==> src/mcxi_regs.vh <==
// Register offsets, field positions, reset values and timing counts for the exception unit
`ifndef MCXI_REGS_VH
`define MCXI_REGS_VH
// Register offsets (word addresses on the plain register port)
`define MCXI_ADDR_CFG 4'h0
`define MCXI_ADDR_MSR 4'h1
`define MCXI_ADDR_SPC 4'h2
`define MCXI_ADDR_SST 4'h3
`define MCXI_ADDR_STAT 4'h4
`define MCXI_ADDR_NPC 4'h5
// Implementation configuration bits
`define MCXI_CFG_PIN 0
`define MCXI_CFG_CPAR 1
`define MCXI_CFG_APAR 2
`define MCXI_CFG_DPAR 3
`define MCXI_CFG_RESET 32'h0000_0000
// Machine state bits (bit 0 is the least significant here)
`define MCXI_MSR_LE 0
`define MCXI_VECTOR_BASE_SELECT 6
`define MCXI_DATA_TRANSLATE_BIT 4
`define MCXI_MSR_IR 5
`define MCXI_MC_ENABLE_BIT 12
`define MCXI_IRQ_ENABLE_BIT 15
`define MCXI_MSR_ILE 16
`define MCXI_MSR_RESET 32'h0000_0040
// Save-state mask: numbered 0 = msb, keep 0,5-9,16-31; clear 1-4,10-15
`define MCXI_SST_KEEP_FULL 32'h87c0_ffff
`define MCXI_SST_KEEP_EARLY 32'h0000_ffff
// Vectors
`define MCXI_VEC_MC 32'h0000_0200
`define MCXI_VEC_EXT 32'h0000_0500
`define MCXI_VEC_HI 32'hfff0_0000
// Freeze delay after halt entry, in cycles
`define MCXI_FREEZE_CYC 2
`endif

==> src/mcxi_unit.v <==
// Machine check, halt state and external interrupt exception unit
// Function
// [RULE1] Bus error or machine check starts exception
// [RULE2] Float data bus one clock after error
// [RULE3] Ignore machine check input unless pin-enabled
// [RULE4] Take machine check at once, save address
// [RULE5] Discard completed stores on machine check
// [RULE6] Machine check with enable clear halts
// [RULE7] Bus machine check beats instruction exceptions
// [RULE8] Assert halt status output on halt entry
// [RULE9] Halt on disabled check, input, protocol error
// [RULE10] Halt until reset, freeze within two cycles
// [RULE11] Parity, cache, error ack, pin raise check
// [RULE12] Config bits: pin, cache, address, data parity
// [RULE13] Error ack check is imprecise, unordered
// [RULE14] Exception only with all enables, else halt
// [RULE15] Block-zero check may wait for writeback
// [RULE16] Interrupt recognised only with enable set
// [RULE17] Taking interrupt leaves request line alone
// [RULE18] Requester holds line until exception taken
// [RULE19] Stop dispatch, drain, then take interrupt
// [RULE20] Requester negates line on handler acknowledge
// [RULE21] Interrupt vector offset 0x00500 from base
// [RULE22] Save-state bits cleared or copied by field
// [RULE23] Save next instruction address on interrupt
// [RULE24] Clear enable, translation; little-endian from IRQ_LITTLE_ENDIAN_BIT
`timescale 1ns/1ps
`include "mcxi_regs.vh"
module mcxi_unit #(
  parameter EARLY_VARIANT = 0 // 1 clears save-state bits 0 and 5-9
) (
  input wire mclk, // 50 MHz processor bus clock
  input wire rst, // Asynchronous reset, active high
  input wire transfer_error_ack, // Bus error from memory controller
  input wire machine_check_in, // External machine check input
  input wire external_halt_in, // External halt request
  input wire addr_parity_err, // Bus address parity error pulse
  input wire data_parity_err, // Bus data parity error pulse
  input wire cache_parity_err, // Cache parity error pulse
  input wire store_proto_err, // Direct-store protocol error pulse
  input wire irq_req, // External interrupt request, level
  input wire pipe_idle, // No instruction still executing
  input wire instr_exc_req, // Instruction exception pending
  input wire [31:0] next_pc, // Address of next instruction
  input wire [31:0] fault_pc, // Non-predicted address for checks
  input wire data_bus_drive, // Core wants to drive data bus
  input wire [3:0] reg_addr, // Register address
  input wire [31:0] reg_wdata, // Register write data
  input wire reg_wr, // Register write strobe
  input wire reg_rd, // Register read strobe
  output reg [31:0] reg_rdata, // Read data, cycle after strobe
  output wire data_bus_oe, // Data bus output enable
  output wire dispatch_stall, // Stop dispatching instructions
  output wire instr_exc_block, // Suppress instruction exception
  output reg store_queue_flush, // Discard completed stores, pulse
  output reg take_exc, // Exception taken, pulse
  output reg [31:0] fetch_addr, // New fetch address on take_exc
  output reg halt_status_out, // Halt state indicator
  output reg latch_freeze // Core latches frozen
);
  reg [31:0] impl_config_reg;
  reg [31:0] machine_state_reg;
  reg [31:0] save_pc_reg;
  reg [31:0] save_state_reg;
  reg bus_err_reg;
  reg irq_pend_reg;
  reg [1:0] freeze_cnt_reg;
  wire [31:0] base;
  wire [31:0] sst_keep;
  wire [31:0] msr_after;
  wire pin_check;
  wire par_check;
  wire mc_event;
  wire mc_take;
  wire halt_event;
  wire irq_take;

  // Pin check gated by configuration enable [RULE3] [RULE12]
  assign pin_check = machine_check_in & impl_config_reg[`MCXI_CFG_PIN];
  // Parity sources each gated by own enable [RULE11] [RULE12]
  assign par_check = (cache_parity_err & impl_config_reg[`MCXI_CFG_CPAR]) |
    (addr_parity_err & impl_config_reg[`MCXI_CFG_APAR]) |
    (data_parity_err & impl_config_reg[`MCXI_CFG_DPAR]);
  // Error ack is never tied to an instruction: imprecise [RULE13] [RULE1]
  assign mc_event = transfer_error_ack | pin_check | par_check;
  // Deferred block-zero errors arrive later as an error ack [RULE15]
  assign mc_take = mc_event & machine_state_reg[`MCXI_MC_ENABLE_BIT] & ~halt_status_out; // [RULE14]
  // Halt sources [RULE6] [RULE9]
  assign halt_event = (mc_event & ~machine_state_reg[`MCXI_MC_ENABLE_BIT]) |
    external_halt_in | store_proto_err;
  // Interrupt only when pipe drained and nothing higher pending [RULE19]
  assign irq_take = irq_pend_reg & pipe_idle & ~instr_exc_req & ~mc_take &
    ~halt_status_out & ~halt_event;
  // Bus check outranks the instruction's own exception [RULE7]
  assign instr_exc_block = mc_take | mc_event;
  assign dispatch_stall = irq_pend_reg | halt_status_out; // [RULE19] [RULE10]
  // Floating one clock after the error; data already in flight kept [RULE2]
  assign data_bus_oe = data_bus_drive & ~bus_err_reg & ~halt_status_out;
  assign base = machine_state_reg[`MCXI_VECTOR_BASE_SELECT] ? `MCXI_VEC_HI : 32'h0000_0000;
  assign sst_keep = EARLY_VARIANT ? `MCXI_SST_KEEP_EARLY : `MCXI_SST_KEEP_FULL;
  // New state: enable and translation off, LE from IRQ_LITTLE_ENDIAN_BIT [RULE24]
  assign msr_after = (machine_state_reg &
    ~((32'h1 << `MCXI_IRQ_ENABLE_BIT) | (32'h1 << `MCXI_DATA_TRANSLATE_BIT) | (32'h1 << `MCXI_MSR_IR) |
    (32'h1 << `MCXI_MSR_LE))) |
    ({31'h0, machine_state_reg[`MCXI_MSR_ILE]} << `MCXI_MSR_LE);

  // Bus error flag delays the float by one clock
  always @(posedge mclk or posedge rst) begin
    if (rst) begin
      bus_err_reg <= 1'b0;
    end else begin
      bus_err_reg <= transfer_error_ack | pin_check; // [RULE2]
    end
  end

  // Pending interrupt follows the line; request itself never cleared here
  always @(posedge mclk or posedge rst) begin
    if (rst) begin
      irq_pend_reg <= 1'b0;
    end else begin
      irq_pend_reg <= irq_req & machine_state_reg[`MCXI_IRQ_ENABLE_BIT] & ~irq_take; // [RULE16] [RULE17]
    end
  end

  // Halt state holds until reset; latches freeze two cycles in
  always @(posedge mclk or posedge rst) begin
    if (rst) begin
      halt_status_out <= 1'b0;
      freeze_cnt_reg <= 2'h0;
      latch_freeze <= 1'b0;
    end else if (halt_status_out) begin
      if (freeze_cnt_reg != `MCXI_FREEZE_CYC - 1) begin
        freeze_cnt_reg <= freeze_cnt_reg + 2'h1;
      end else begin
        latch_freeze <= 1'b1; // [RULE10]
      end
    end else if (halt_event) begin
      halt_status_out <= 1'b1; // [RULE8]
    end
  end

  // Exception entry, register file and saved state
  always @(posedge mclk or posedge rst) begin
    if (rst) begin
      impl_config_reg <= `MCXI_CFG_RESET;
      machine_state_reg <= `MCXI_MSR_RESET;
      save_pc_reg <= 32'h0000_0000;
      save_state_reg <= 32'h0000_0000;
      take_exc <= 1'b0;
      store_queue_flush <= 1'b0;
      fetch_addr <= 32'h0000_0000;
    end else begin
      take_exc <= 1'b0;
      store_queue_flush <= 1'b0;
      if (latch_freeze) begin
        take_exc <= 1'b0; // Frozen state kept for analysis
      end else if (mc_take) begin
        take_exc <= 1'b1; // [RULE4]
        store_queue_flush <= 1'b1; // [RULE5]
        save_pc_reg <= fault_pc; // [RULE4]
        save_state_reg <= machine_state_reg & sst_keep;
        machine_state_reg <= msr_after; // [RULE24]
        fetch_addr <= base | `MCXI_VEC_MC;
      end else if (irq_take) begin
        take_exc <= 1'b1;
        save_pc_reg <= next_pc; // [RULE23]
        save_state_reg <= machine_state_reg & sst_keep; // [RULE22]
        machine_state_reg <= msr_after; // [RULE24]
        fetch_addr <= base | `MCXI_VEC_EXT; // [RULE21]
      end else if (reg_wr) begin
        case (reg_addr)
          `MCXI_ADDR_CFG: impl_config_reg <= reg_wdata & 32'h0000_000f;
          `MCXI_ADDR_MSR: machine_state_reg <= reg_wdata;
          `MCXI_ADDR_SPC: save_pc_reg <= reg_wdata;
          `MCXI_ADDR_SST: save_state_reg <= reg_wdata;
          default: ;
        endcase
      end
    end
  end

  // Read data one cycle after the strobe; unmapped reads zero
  always @(posedge mclk or posedge rst) begin
    if (rst) begin
      reg_rdata <= 32'h0000_0000;
    end else if (reg_rd) begin
      case (reg_addr)
        `MCXI_ADDR_CFG: reg_rdata <= impl_config_reg;
        `MCXI_ADDR_MSR: reg_rdata <= machine_state_reg;
        `MCXI_ADDR_SPC: reg_rdata <= save_pc_reg;
        `MCXI_ADDR_SST: reg_rdata <= save_state_reg;
        `MCXI_ADDR_STAT: reg_rdata <= {28'h0, latch_freeze, halt_status_out,
          irq_pend_reg, bus_err_reg};
        `MCXI_ADDR_NPC: reg_rdata <= fetch_addr;
        default: reg_rdata <= 32'h0000_0000;
      endcase
    end else begin
      reg_rdata <= 32'h0000_0000;
    end
  end
endmodule // mcxi_unit

==> config.mk <==
export PLATFORM = sky130hd
export DESIGN_NAME = mcxi_unit
export DESIGN_NICKNAME = d
export VERILOG_FILES = /design/src/mcxi_unit.v
export VERILOG_INCLUDE_DIRS = /design/src
export SDC_FILE = /design/constraint.sdc
export NUM_CORES = 1
export LEC_CHECK = 0
export ABC_CLOCK_PERIOD_IN_PS = 7200
export BUFFER_PORTS_ARGS = -buffer_cell sky130_fd_sc_hd__buf_2
export CORE_ASPECT_RATIO = 0.7
export CORE_UTILIZATION = 57
export DETAILED_ROUTE_END_ITERATION = 6
export PLACE_DENSITY = 0.86
export SLEW_MARGIN = 20
export SYNTH_ARGS = -nofsm -noshare
export SYNTH_HDL_FRONTEND = slang
export SYNTH_SLANG_ARGS = --single-unit
==> constraint.sdc <==
create_clock -name mclk -period 7.2 [get_ports mclk]
set_clock_uncertainty 0.15 [all_clocks]
set_input_delay 0.36 -clock mclk [delete_from_list [all_inputs] [get_ports mclk]]
set_output_delay 0.36 -clock mclk [all_outputs]
set_load 0.01 [all_outputs]
**After elaboration in Yosys (flattened, before gate mapping)**

Index checks and enable logic that the tools add are counted.

- Register bits: 172
- Bits of input ports: 115
- Output and inout port bits: 71
- Logic and storage cells: 91

- $add $sub $neg: 1
- Equal/unequal tests: 6
- Multiplexer cells: 24
- Bitwise gates (word level): 34
- Reductions and logical operators: 13

Operators by type and width:

| cell | number |
|---|---|
| 32-bit two-way mux | 16 |
| 32-bit one-hot mux with 6 select lines | 1 |
| 32-bit by 1-bit bitwise OR with 32-bit output | 1 |
| 1-bit bitwise AND | 16 |
| 3-bit nonzero test | 4 |
| 1-bit inverter | 9 |
| 3-bit AND reduction | 3 |
| 4-bit by 2-bit equality test with 1-bit output (second input constant) | 2 |
| 4-bit by 3-bit equality test with 1-bit output (second input constant) | 2 |
| 1-bit bitwise OR | 8 |
| 1-bit two-way mux | 7 |
| 2-bit AND reduction | 3 |
| 5-bit AND reduction | 1 |
| 4-bit by 1-bit equality test with 1-bit output (second input constant) | 1 |
| 4-bit zero test | 1 |
| 2-bit by 1-bit adder with 2-bit output (second input constant) | 1 |
| 2-bit by 1-bit != test with 1-bit output (second input constant) | 1 |
| 2-bit nonzero test | 1 |

**Logic depth before layout (Yosys ltp)**

Gate-level depths: netlist of the first run.

- Word-level depth: 13
- Gate-level depth with buffers: 9
- Depth with buffers taken out: 6

**Least setup slack after synthesis of the first run**

OpenSTA, ideal clock, no wires.

- Path type: reg2reg
- Start point: register halt_status_out
- End point: register machine_state_reg[10]
- Library setup time: 0.125 ns
- Arrival: 1.894 ns
- Required time: 6.925 ns
- Slack: 5.031 ns
- Cell stages (with the launch flop): 9
- Buffers on the path: 3
- Clock period less this slack: 2.169 ns
- Cells stage by stage: dfrtp_1 > buf_2 > nor3_2 > and4b_1 > buf_2 > o22ai_2 > nor3b_4 > buf_6 > mux2_2

- Longest elaborated chain between the ends: 8
- Elaborated cells on any way between the ends: 11
- Classes of those cells: 2 x mux; 6 x bitwise; 3 x reduce/logical

RTL lines:

| what | line | source |
|---|---|---|
| start, declared | mcxi_unit.v:58 | `output reg halt_status_out,` |
| start signal, assigned | mcxi_unit.v:128 | `halt_status_out <= 1'b0;` |
| start signal, assigned | mcxi_unit.v:138 | `halt_status_out <= 1'b1;` |
| 1-bit inverter (*) | mcxi_unit.v:87, mcxi_unit.v:93 |  |
| 1-bit bitwise AND | mcxi_unit.v:87 | `` assign mc_take = mc_event & machine_state_reg[`MCXI_MC_ENABLE_BIT] & ~halt_status_out; `` |
| 1-bit inverter (no source line) | n/a |  |
| 1-bit bitwise AND (2 in a row) | mcxi_unit.v:92 | `assign irq_take = irq_pend_reg & pipe_idle & ~instr_exc_req & ~mc_take &` |
| 1-bit bitwise AND | mcxi_unit.v:93 | `~halt_status_out & ~halt_event;` |
| 3-bit nonzero test (no source line) or 32-bit two-way mux (tied branches) | n/a |  |
| 3-bit AND reduction (no source line) or 32-bit two-way mux (tied branches) | n/a |  |
| end signal, assigned | mcxi_unit.v:146 | `` machine_state_reg <= `MCXI_MSR_RESET; `` |
| end signal, assigned | mcxi_unit.v:162 | `machine_state_reg <= msr_after;` |
| end signal, assigned | mcxi_unit.v:168 | `machine_state_reg <= msr_after;` |
| end, declared | mcxi_unit.v:62 | `reg [31:0] machine_state_reg;` |

Every way passes the cells marked *; elsewhere a longest branch is shown, timed or not.
A chain may end at the register's enable or synchronous reset.

**Worst setup path after layout of the first run**

- Start point: input port transfer_error_ack
- End point: register machine_state_reg[21]

- Longest elaborated chain between the ends: 10
- Elaborated cells on any way between the ends: 17
- Classes of those cells: 2 x mux; 12 x bitwise; 3 x reduce/logical

RTL lines:

| what | line | source |
|---|---|---|
| start, declared | mcxi_unit.v:34 | `input wire transfer_error_ack,` |
| 1-bit bitwise OR (*) (2 in a row) | mcxi_unit.v:85 | `assign mc_event = transfer_error_ack \| pin_check \| par_check;` |
| 1-bit bitwise AND (2 in a row) | mcxi_unit.v:87 |  |
| 1-bit inverter (no source line) | n/a |  |
| 1-bit bitwise AND (2 in a row) | mcxi_unit.v:92 |  |
| 1-bit bitwise AND | mcxi_unit.v:93 |  |
| 3-bit nonzero test (no source line) or 32-bit two-way mux (tied branches) | n/a |  |
| 3-bit AND reduction (no source line) or 32-bit two-way mux (tied branches) | n/a |  |

Marks and branches as above.

==> metrics.txt, run 1 <==
# TYPE chip_impl_metric gauge
chip_impl_info{name="outcome",value="finished clean"} 1
chip_impl_metric{name="power.static_leakage",unit="nW"} 4.003
chip_impl_metric{name="placed_area",unit="sq um"} 7650
chip_impl_metric{name="syn_inst",unit=""} 637
chip_impl_metric{name="critPathArrivalTime",unit="ps"} 3820
chip_impl_info{name="critical_path.slowest_cell",value="nor3b_4"} 1
chip_impl_metric{name="share_of_layout_cells_above_drive_strength_1",unit="%"} 31.27
chip_impl_metric{name="chipWidth",unit="microns"} 133.8
chip_impl_metric{name="detailedPlacementHpwl",unit="microns"} 12690
chip_impl_info{name="setup_repair_after_global_routing_missed_its_margin",value="false"} 1
chip_impl_metric{name="clock_input_transition_at_the_sequential_cells_of_the_worst_setup_and_hold_paths",unit="ps"} 60
chip_impl_metric{name="setup_viol",unit=""} 0
chip_impl_metric{name="area_growth_syn_to_layout",unit="%"} 18.87
chip_impl_metric{name="finalCriticalPeriod",unit="ps"} 3672
chip_impl_metric{name="dr_total_vias",unit=""} 6166
chip_impl_metric{name="finalNonFillerCells",unit=""} 934
chip_impl_metric{name="critical_path_required",unit="ps"} 7350
chip_impl_metric{name="cts_buffers",unit=""} 17
chip_impl_info{name="synth-main-ff-cell",value="dfrtp_1"} 1
chip_impl_info{name="worstHoldPathType",value="primary input to flop"} 1
chip_impl_metric{name="globalRoute.totalOverflow",unit=""} 0
chip_impl_metric{name="ys_async_sr_fraction",unit="%"} 100.0
chip_impl_metric{name="timing.hold.ws",unit="ps"} 20.48
chip_impl_metric{name="synth_sequential_area_ratio",unit="%"} 51.66
chip_impl_metric{name="hold_violations",unit=""} 0
chip_impl_info{name="timing.critical_path.to_type",value="flop"} 1
chip_impl_metric{name="synthDistinctLibCells",unit=""} 49
chip_impl_metric{name="period_share",unit="%"} 51.00
chip_impl_metric{name="insertedDiodeCount",unit=""} 0
chip_impl_info{name="critical_path_class",value="primary input to flop"} 1
chip_impl_metric{name="grt_met1_usage",unit="%"} 42.97
chip_impl_metric{name="dieArea",unit="sq um"} 12610
chip_impl_info{name="clock-root-buffer",value="clkbuf_16"} 1
chip_impl_metric{name="drt_iter0_drc",unit=""} 738
chip_impl_metric{name="die_y",unit="microns"} 94.25
chip_impl_info{name="global_route.peak_usage_layer",value="met2"} 1
chip_impl_metric{name="drt-pass1-iter-count",unit=""} 5
chip_impl_metric{name="grt_pass1_wl",unit="microns"} 31660
chip_impl_metric{name="wire_per_inst",unit="microns"} 21.80
chip_impl_metric{name="cp_peak_stage_delay",unit="ps"} 770
chip_impl_metric{name="design.core.area",unit="sq um"} 11770
chip_impl_metric{name="antenna_violating_nets_post_route",unit=""} 0
chip_impl_metric{name="critical_path_peak_fanout",unit=""} 38
chip_impl_metric{name="cts.sink_count",unit=""} 143
chip_impl_info{name="netlist_top_cells_area",value="dfrtp_1 (51%), a221o_1 (4.5%), nand3_1 (4.5%)"} 1
chip_impl_metric{name="drc",unit=""} 0
chip_impl_info{name="critical-path-top-cell-by-count",value="buf_4"} 1
chip_impl_metric{name="finish.instance_area",unit="sq um"} 8237
chip_impl_metric{name="io-pin-count",unit=""} 186
chip_impl_metric{name="maxSlewViolCount",unit=""} 0
chip_impl_metric{name="count_of_buffers_added_by_post_cts_timing_repair_for_setup",unit=""} 0
chip_impl_metric{name="place_inst",unit=""} 900
chip_impl_metric{name="initial_core_util",unit="%"} 58.88
chip_impl_metric{name="groute.layer.met3.usage",unit="%"} 9.924
chip_impl_metric{name="grt_use_met2",unit="%"} 52.81
chip_impl_metric{name="fillers",unit=""} 830
chip_impl_info{name="crit_path_cell_chain",value="dlygate4sd3_1, buf_2, a21oi_1, and2_2, o22ai_4, buf_4, nor3b_4, buf_4, mux2_1"} 1
chip_impl_metric{name="clk-insertion-delay-late",unit="ps"} 420
chip_impl_info{name="yosysTopAreaCell",value="dfrtp_1"} 1
chip_impl_metric{name="worst_ir_drop_vdd",unit="mV"} 0.2016
chip_impl_metric{name="syn_area",unit="sq um"} 6929
chip_impl_metric{name="nets",unit=""} 880
chip_impl_metric{name="synth-edff-count",unit=""} 0
chip_impl_metric{name="max_freq",unit="MHz"} 272.3
chip_impl_metric{name="htree_levels",unit=""} 4
chip_impl_metric{name="post_route_setup_tns",unit="ps"} 0
chip_impl_info{name="cp-start-kind",value="primary input"} 1
chip_impl_metric{name="rows",unit=""} 33
chip_impl_metric{name="p_per_area",unit="nW/um^2"} 220.5
chip_impl_metric{name="placer_s_final_routability_congestion_estimate",unit=""} 0.8544
chip_impl_metric{name="synth-warning-count",unit=""} 0
chip_impl_metric{name="drv_cap",unit=""} 0
chip_impl_info{name="tritoncts_clock_tree",value="done"} 1
chip_impl_metric{name="grt_antenna_before_repair",unit=""} 0
chip_impl_metric{name="max_slew.worst_pin.slew",unit="ps"} 1070
chip_impl_metric{name="grt_start_max_net_pins",unit=""} 86
chip_impl_info{name="yosys.cell_count.top_type",value="dfrtp_1"} 1
chip_impl_metric{name="ys_ff_latch",unit=""} 143
chip_impl_metric{name="drt-total-wl",unit="microns"} 20360
chip_impl_info{name="yosys-top-cells-count",value="dfrtp_1 (142), nand3_1 (62), a21oi_1 (51)"} 1
chip_impl_metric{name="post_synth.cell_area_avg",unit="sq um"} 10.88
chip_impl_metric{name="route.detailed.vias_per_inst",unit=""} 6.602
chip_impl_metric{name="slew_headroom",unit="%"} 28.02
chip_impl_metric{name="via_count_of_the_first_global_routing_pass",unit=""} 6032
chip_impl_metric{name="clk_path_buf_depth",unit=""} 2
chip_impl_metric{name="global_route.usage.total",unit="%"} 33.38
chip_impl_metric{name="synth_largest_type_area_fraction",unit="%"} 51.28
chip_impl_metric{name="portBuffers",unit=""} 168
-- through the flow --
stage	power [mW]	util [%]	setup slack [ps]
after floorplan	0.9345	-	2854
after global placement	0.9867	65.00	3748
after detailed placement	0.9940	65.01	3670
after CTS	1.818	69.94	3589
after global routing	1.872	69.99	3447
final	1.816	69.99	3528
-- routing by layer --
metal  share of wire, %  vias up  routed length, microns
met1                 40     3031                    8177
met4                2.8        0                     575
met3                 11       65                    2249
met2                 46      470                    9356
met5                  0        -                       0
li1                   -     2600                       -
-- cell usage in the layout, fill, tap and decap left out, types with 3 or more instances in the layout --
| cell | count |
|---|---|
| a22oi_1 | 35 |
| a31oi_1 | 17 |
| inv_1 | 5 |
| and3_1 | 22 |
| nor3_1 | 3 |
| nor2b_1 | 3 |
| o2bb2ai_1 | 21 |
| mux2_1 | 17 |
| mux2i_1 | 21 |
| dfrtp_1 | 141 |
| nor3b_1 | 3 |
| mux2_2 | 18 |
| conb_1 | 17 |
| clkinvlp_4 | 4 |
| clkinv_2 | 6 |
| a21oi_1 | 51 |
| clkbuf_16 | 17 |
| o21ai_0 | 9 |
| a22o_1 | 15 |
| nand2_1 | 40 |
| buf_2 | 168 |
| clkbuf_8 | 3 |
| a221o_1 | 31 |
| buf_4 | 9 |
| nand3_1 | 62 |
-- final timing paths --
path	from	end	slack [ps]	cells past startpoint
max	transfer_error_ack	machine_state_reg[21]	3530	9
max reg2reg	impl_config_reg[1]	machine_state_reg[21]	3640	7
min	irq_req	irq_pend_reg	20	3
max in group asynchronous	rst	latch_freeze	5370	4
min reg2reg	freeze_cnt_reg[0]	freeze_cnt_reg[0]	330	1
min in group asynchronous	rst	save_pc_reg[5]	390	3
-- power by group --
group | switching (mW) | internal, mW
logic | 0.0835 | 0.0551
clock network | 0.334 | 0.498
registers | 0.0165 | 0.829
-- worst max-delay path, delay by kind of cell --
kind / cells / cell delay (ps)
AND/OR/NAND/NOR: 2 / 1260
buffers and inverters: 4 / 1490
multiplexers: 1 / 370
AO/OA/AOI/OAI: 2 / 320
-- cell type report --
class,count,area [sq um],area share (%)
sequential,143,3581,43.48
tap,157,196.4,2.385
inverter,7,31.28,0.3798
multi-input combinational,415,2928,35.55
clock inverter,11,90.09,1.094
clock buffer,21,470.5,5.712
timing repair buffer,180,939.7,11.41
-- cell families (layout without fill, tap and decap cells) --
kind of cell	count (synthesis)	count (layout)	synth area share (%)
xor+xnor	1	1	0.1264
mux	56	56	8.721
buf+inv	95	219	7.512
compound gates	187	187	19.70
flops	143	143	51.66
fa+ha+maj	1	1	0.1805
simple gates	153	153	12.04
other cells	1	17	0.05412
-- timing repair --
item | CTS | global route
gates resized for setup | 0 | 0
hold buffers | 2 | 0
endpoints found under the hold margin | 58 | 0
(Power assumes the default switching activity.)
==> inputs of run 2 (changes only) <==
--- a/config.mk
+++ b/config.mk
@@ -6,12 +6,12 @@
 export SDC_FILE = /design/constraint.sdc
 export NUM_CORES = 1
 export LEC_CHECK = 0
-export ABC_CLOCK_PERIOD_IN_PS = 7200
+export ABC_CLOCK_PERIOD_IN_PS = 3700
 export BUFFER_PORTS_ARGS = -buffer_cell sky130_fd_sc_hd__buf_2
 export CORE_ASPECT_RATIO = 0.7
-export CORE_UTILIZATION = 57
+export CORE_UTILIZATION = 53
 export DETAILED_ROUTE_END_ITERATION = 6
-export PLACE_DENSITY = 0.86
+export PLACE_DENSITY = 0.8
 export SLEW_MARGIN = 20
 export SYNTH_ARGS = -nofsm -noshare
 export SYNTH_HDL_FRONTEND = slang
==> constraint.sdc (replaced) <==
create_clock -name mclk -period 3.7 [get_ports mclk]
set_clock_uncertainty 0.15 [all_clocks]
set_input_delay 0.185 -clock mclk [delete_from_list [all_inputs] [get_ports mclk]]
set_output_delay 0.185 -clock mclk [all_outputs]
set_load 0.01 [all_outputs]
==> run 2 against run 1 <==
Die area rose by 7.4%. Utilization fell by 0.80 points. Clock power rose by 120%. Sequential share of layout area fell by 2.4 points. Sequential cell count did not move. Setup slack got worse by 2800 ps. Largest power group is now clock. The flow now finishes with violations (DRC). Worst hold slack got worse by 4.9 ps. Final cell count rose by 4.7%. Design area rose by 5.8%. Total power rose by 110%. Sequential power rose by 94%.
==> metrics.txt, run 2 (same netlist as run 1, synthesis figures left out) <==
# TYPE chip_impl_metric gauge
chip_impl_info{name="min_from",value="next_pc[5]"} 1
chip_impl_metric{name="power_frac_clock",unit="%"} 48.5
chip_impl_metric{name="cts_buffers",unit=""} 17
chip_impl_info{name="critical_path.slowest_cell",value="buf_4"} 1
chip_impl_metric{name="slew_headroom",unit="%"} 23.21
chip_impl_info{name="cp-start-kind",value="flop"} 1
chip_impl_info{name="critical_path_class",value="flop to output pin"} 1
chip_impl_metric{name="place_inst",unit=""} 907
chip_impl_metric{name="period_share",unit="%"} 79.13
chip_impl_metric{name="htree_levels",unit=""} 4
chip_impl_metric{name="post_route_setup_tns",unit="ps"} 0
chip_impl_metric{name="portBuffers",unit=""} 168
chip_impl_metric{name="timing.hold.ws",unit="ps"} 15.61
chip_impl_metric{name="max_freq",unit="MHz"} 341.6
chip_impl_info{name="worst_path_dominant_cell_family",value="buffers and inverters"} 1
chip_impl_metric{name="clk_path_buf_depth",unit=""} 2
chip_impl_metric{name="worstRegToRegCells",unit=""} 6
chip_impl_metric{name="detailedPlacementHpwl",unit="microns"} 12670
chip_impl_metric{name="dr_total_vias",unit=""} 6257
chip_impl_metric{name="swShare",unit="%"} 23.01
chip_impl_info{name="rr_startpoint",value="impl_config_reg[1]"} 1
chip_impl_metric{name="drt_iter0_drc",unit=""} 772
chip_impl_metric{name="combinationalPowerShare",unit="%"} 8.0
chip_impl_metric{name="area_growth_syn_to_layout",unit="%"} 25.75
chip_impl_metric{name="fin_total_pwr",unit="mW"} 3.782
chip_impl_info{name="tritoncts_clock_tree",value="done"} 1
chip_impl_metric{name="hold_path_depth",unit=""} 4
chip_impl_metric{name="drc",unit=""} 12
chip_impl_metric{name="cts.sink_count",unit=""} 143
chip_impl_metric{name="drt-total-wl",unit="microns"} 20460
chip_impl_metric{name="power_switching",unit="mW"} 0.8701
chip_impl_metric{name="finalCriticalPeriod",unit="ps"} 2928
chip_impl_info{name="most_frequent_standard_cell_in_the_layout_excluding_fill_and_tap_cells",value="buf_2"} 1
chip_impl_metric{name="worstSetupPathDepth",unit=""} 5
chip_impl_metric{name="pre_cts_ws",unit="ps"} 544.8
chip_impl_metric{name="global_route.usage.total",unit="%"} 31.62
chip_impl_metric{name="via_count_of_the_first_global_routing_pass",unit=""} 6347
chip_impl_metric{name="cp_peak_stage_delay",unit="ps"} 450
chip_impl_metric{name="crit_buf_inv",unit=""} 3
chip_impl_info{name="crit_path_cell_chain",value="a222oi_1, and2_1, buf_4, inv_2, buf_2"} 1
chip_impl_metric{name="wire_per_inst",unit="microns"} 20.92
chip_impl_info{name="timing.critical_path.to_type",value="output pin"} 1
chip_impl_metric{name="critical_path_peak_fanout",unit=""} 37
chip_impl_metric{name="chipWidth",unit="microns"} 138.7
chip_impl_metric{name="reg2reg_slack",unit="ps"} 830
chip_impl_info{name="outcome",value="finished, violations left"} 1
chip_impl_metric{name="rows",unit=""} 34
chip_impl_info{name="clock-root-buffer",value="clkbuf_16"} 1
chip_impl_metric{name="p_per_area",unit="nW/um^2"} 434.1
chip_impl_metric{name="critical_path_required",unit="ps"} 3370
chip_impl_metric{name="insertedDiodeCount",unit=""} 0
chip_impl_metric{name="share_of_layout_cells_above_drive_strength_1",unit="%"} 30.02
chip_impl_metric{name="cell_internal_pwr",unit="mW"} 2.912
chip_impl_metric{name="post_route_worst_setup_slack",unit="ps"} 772.2
chip_impl_metric{name="drt-pass1-iter-count",unit=""} 7
chip_impl_metric{name="grt_pass1_wl",unit="microns"} 33000
chip_impl_metric{name="antenna_violating_nets_post_route",unit=""} 0
chip_impl_metric{name="hold_violations",unit=""} 0
chip_impl_metric{name="clock_input_transition_at_the_sequential_cells_of_the_worst_setup_and_hold_paths",unit="ps"} 60
chip_impl_metric{name="dieArea",unit="sq um"} 13540
chip_impl_info{name="failing_checks",value="DRC"} 1
chip_impl_metric{name="design.core.area",unit="sq um"} 12590
chip_impl_metric{name="max_slew.worst_pin.slew",unit="ps"} 1141
chip_impl_metric{name="clk-insertion-delay-late",unit="ps"} 410
chip_impl_metric{name="finalNonFillerCells",unit=""} 978
chip_impl_metric{name="initial_core_util",unit="%"} 55.03
chip_impl_metric{name="grt_start_max_net_pins",unit=""} 124
chip_impl_metric{name="setup_viol",unit=""} 0
chip_impl_metric{name="drv_cap",unit=""} 0
chip_impl_metric{name="critPathArrivalTime",unit="ps"} 2590
chip_impl_metric{name="route.detailed.vias_per_inst",unit=""} 6.398
chip_impl_metric{name="placer_s_final_routability_congestion_estimate",unit=""} 0.8167
chip_impl_metric{name="maxSlewViolCount",unit=""} 0
chip_impl_info{name="worstHoldPathType",value="primary input to flop"} 1
chip_impl_metric{name="nets",unit=""} 919
chip_impl_metric{name="power.static_leakage",unit="nW"} 4.200
chip_impl_metric{name="die_y",unit="microns"} 97.67
chip_impl_metric{name="count_of_buffers_added_by_post_cts_timing_repair_for_setup",unit=""} 0
chip_impl_metric{name="globalRoute.totalOverflow",unit=""} 0
chip_impl_info{name="setup.worst_path.start",value="impl_config_reg[1]"} 1
chip_impl_metric{name="grt_antenna_before_repair",unit=""} 0
chip_impl_info{name="setup_repair_after_global_routing_missed_its_margin",value="false"} 1
chip_impl_metric{name="io-pin-count",unit=""} 186
chip_impl_metric{name="worst_ir_drop_vdd",unit="mV"} 0.3463
chip_impl_metric{name="seqPwrFrac",unit="%"} 43.4
chip_impl_info{name="most_frequent_cells_in_the_layout",value="buf_2 (168), dfrtp_1 (141), nand3_1 (62)"} 1
-- run 2: tightest hold or removal path, cell delays in order --
cell and delay [ps]:
buf_2 70, nand3_1 50, a21oi_1 130, a221o_1 110
-- run 2: layer usage --
layer	share of wire, %	vias to the layer above	GRT usage (%)
li1	-	2692	-
met1	41	3064	42.26
met2	46	446	49.79
met3	11	55	8.477
met4	2.3	0	11.45
met5	0	-	0
-- run 2: through the flow --
| step | instance area [sq um] | utilization [%] |
|---|---|---|
| 2_1_floorplan | 6993 | - |
| 3_3_place_gp | 7680 | 60.99 |
| 3_5_place_dp | 7681 | 61.00 |
| 4_1_cts | 8711 | 69.18 |
| 5_1_grt | 8713 | 69.20 |
| 6_report | 8713 | 69.20 |
-- run 2: final cells by class --
class / count / area (sq um)
multi-input cells: 415 / 2927
inverters: 7 / 30.03
clock inverters: 13 / 186.4
clock buffers: 19 / 452.9
repair buffers: 219 / 1334
fillers: 884 / 3879
flip-flops and latches: 143 / 3581
well taps: 162 / 202.7
-- run 2: path summary, 6_finish.rpt --
path | endpoint
setup reg to reg | impl_config_reg[0]
max in group asynchronous | latch_freeze
min in group asynchronous | save_pc_reg[7]
hold reg to reg | save_state_reg[13]
hold / removal | save_pc_reg[5]
setup / recovery | instr_exc_block
-- run 2: power groups by stage --
stage	clock network, mW	logic, mW	registers (mW)
2_1_floorplan	0	0.157	1.66
6_report	1.84	0.304	1.64
3_5_place_dp	0	0.270	1.67
5_1_grt	1.91	0.332	1.65
3_3_place_gp	0	0.255	1.67
4_1_cts	1.85	0.302	1.64
-- run 2: timing repair --
action	4_1_cts	5_1_grt
hold buffers	39	0
hold endpoints to repair	99	0
resized for setup	0	0
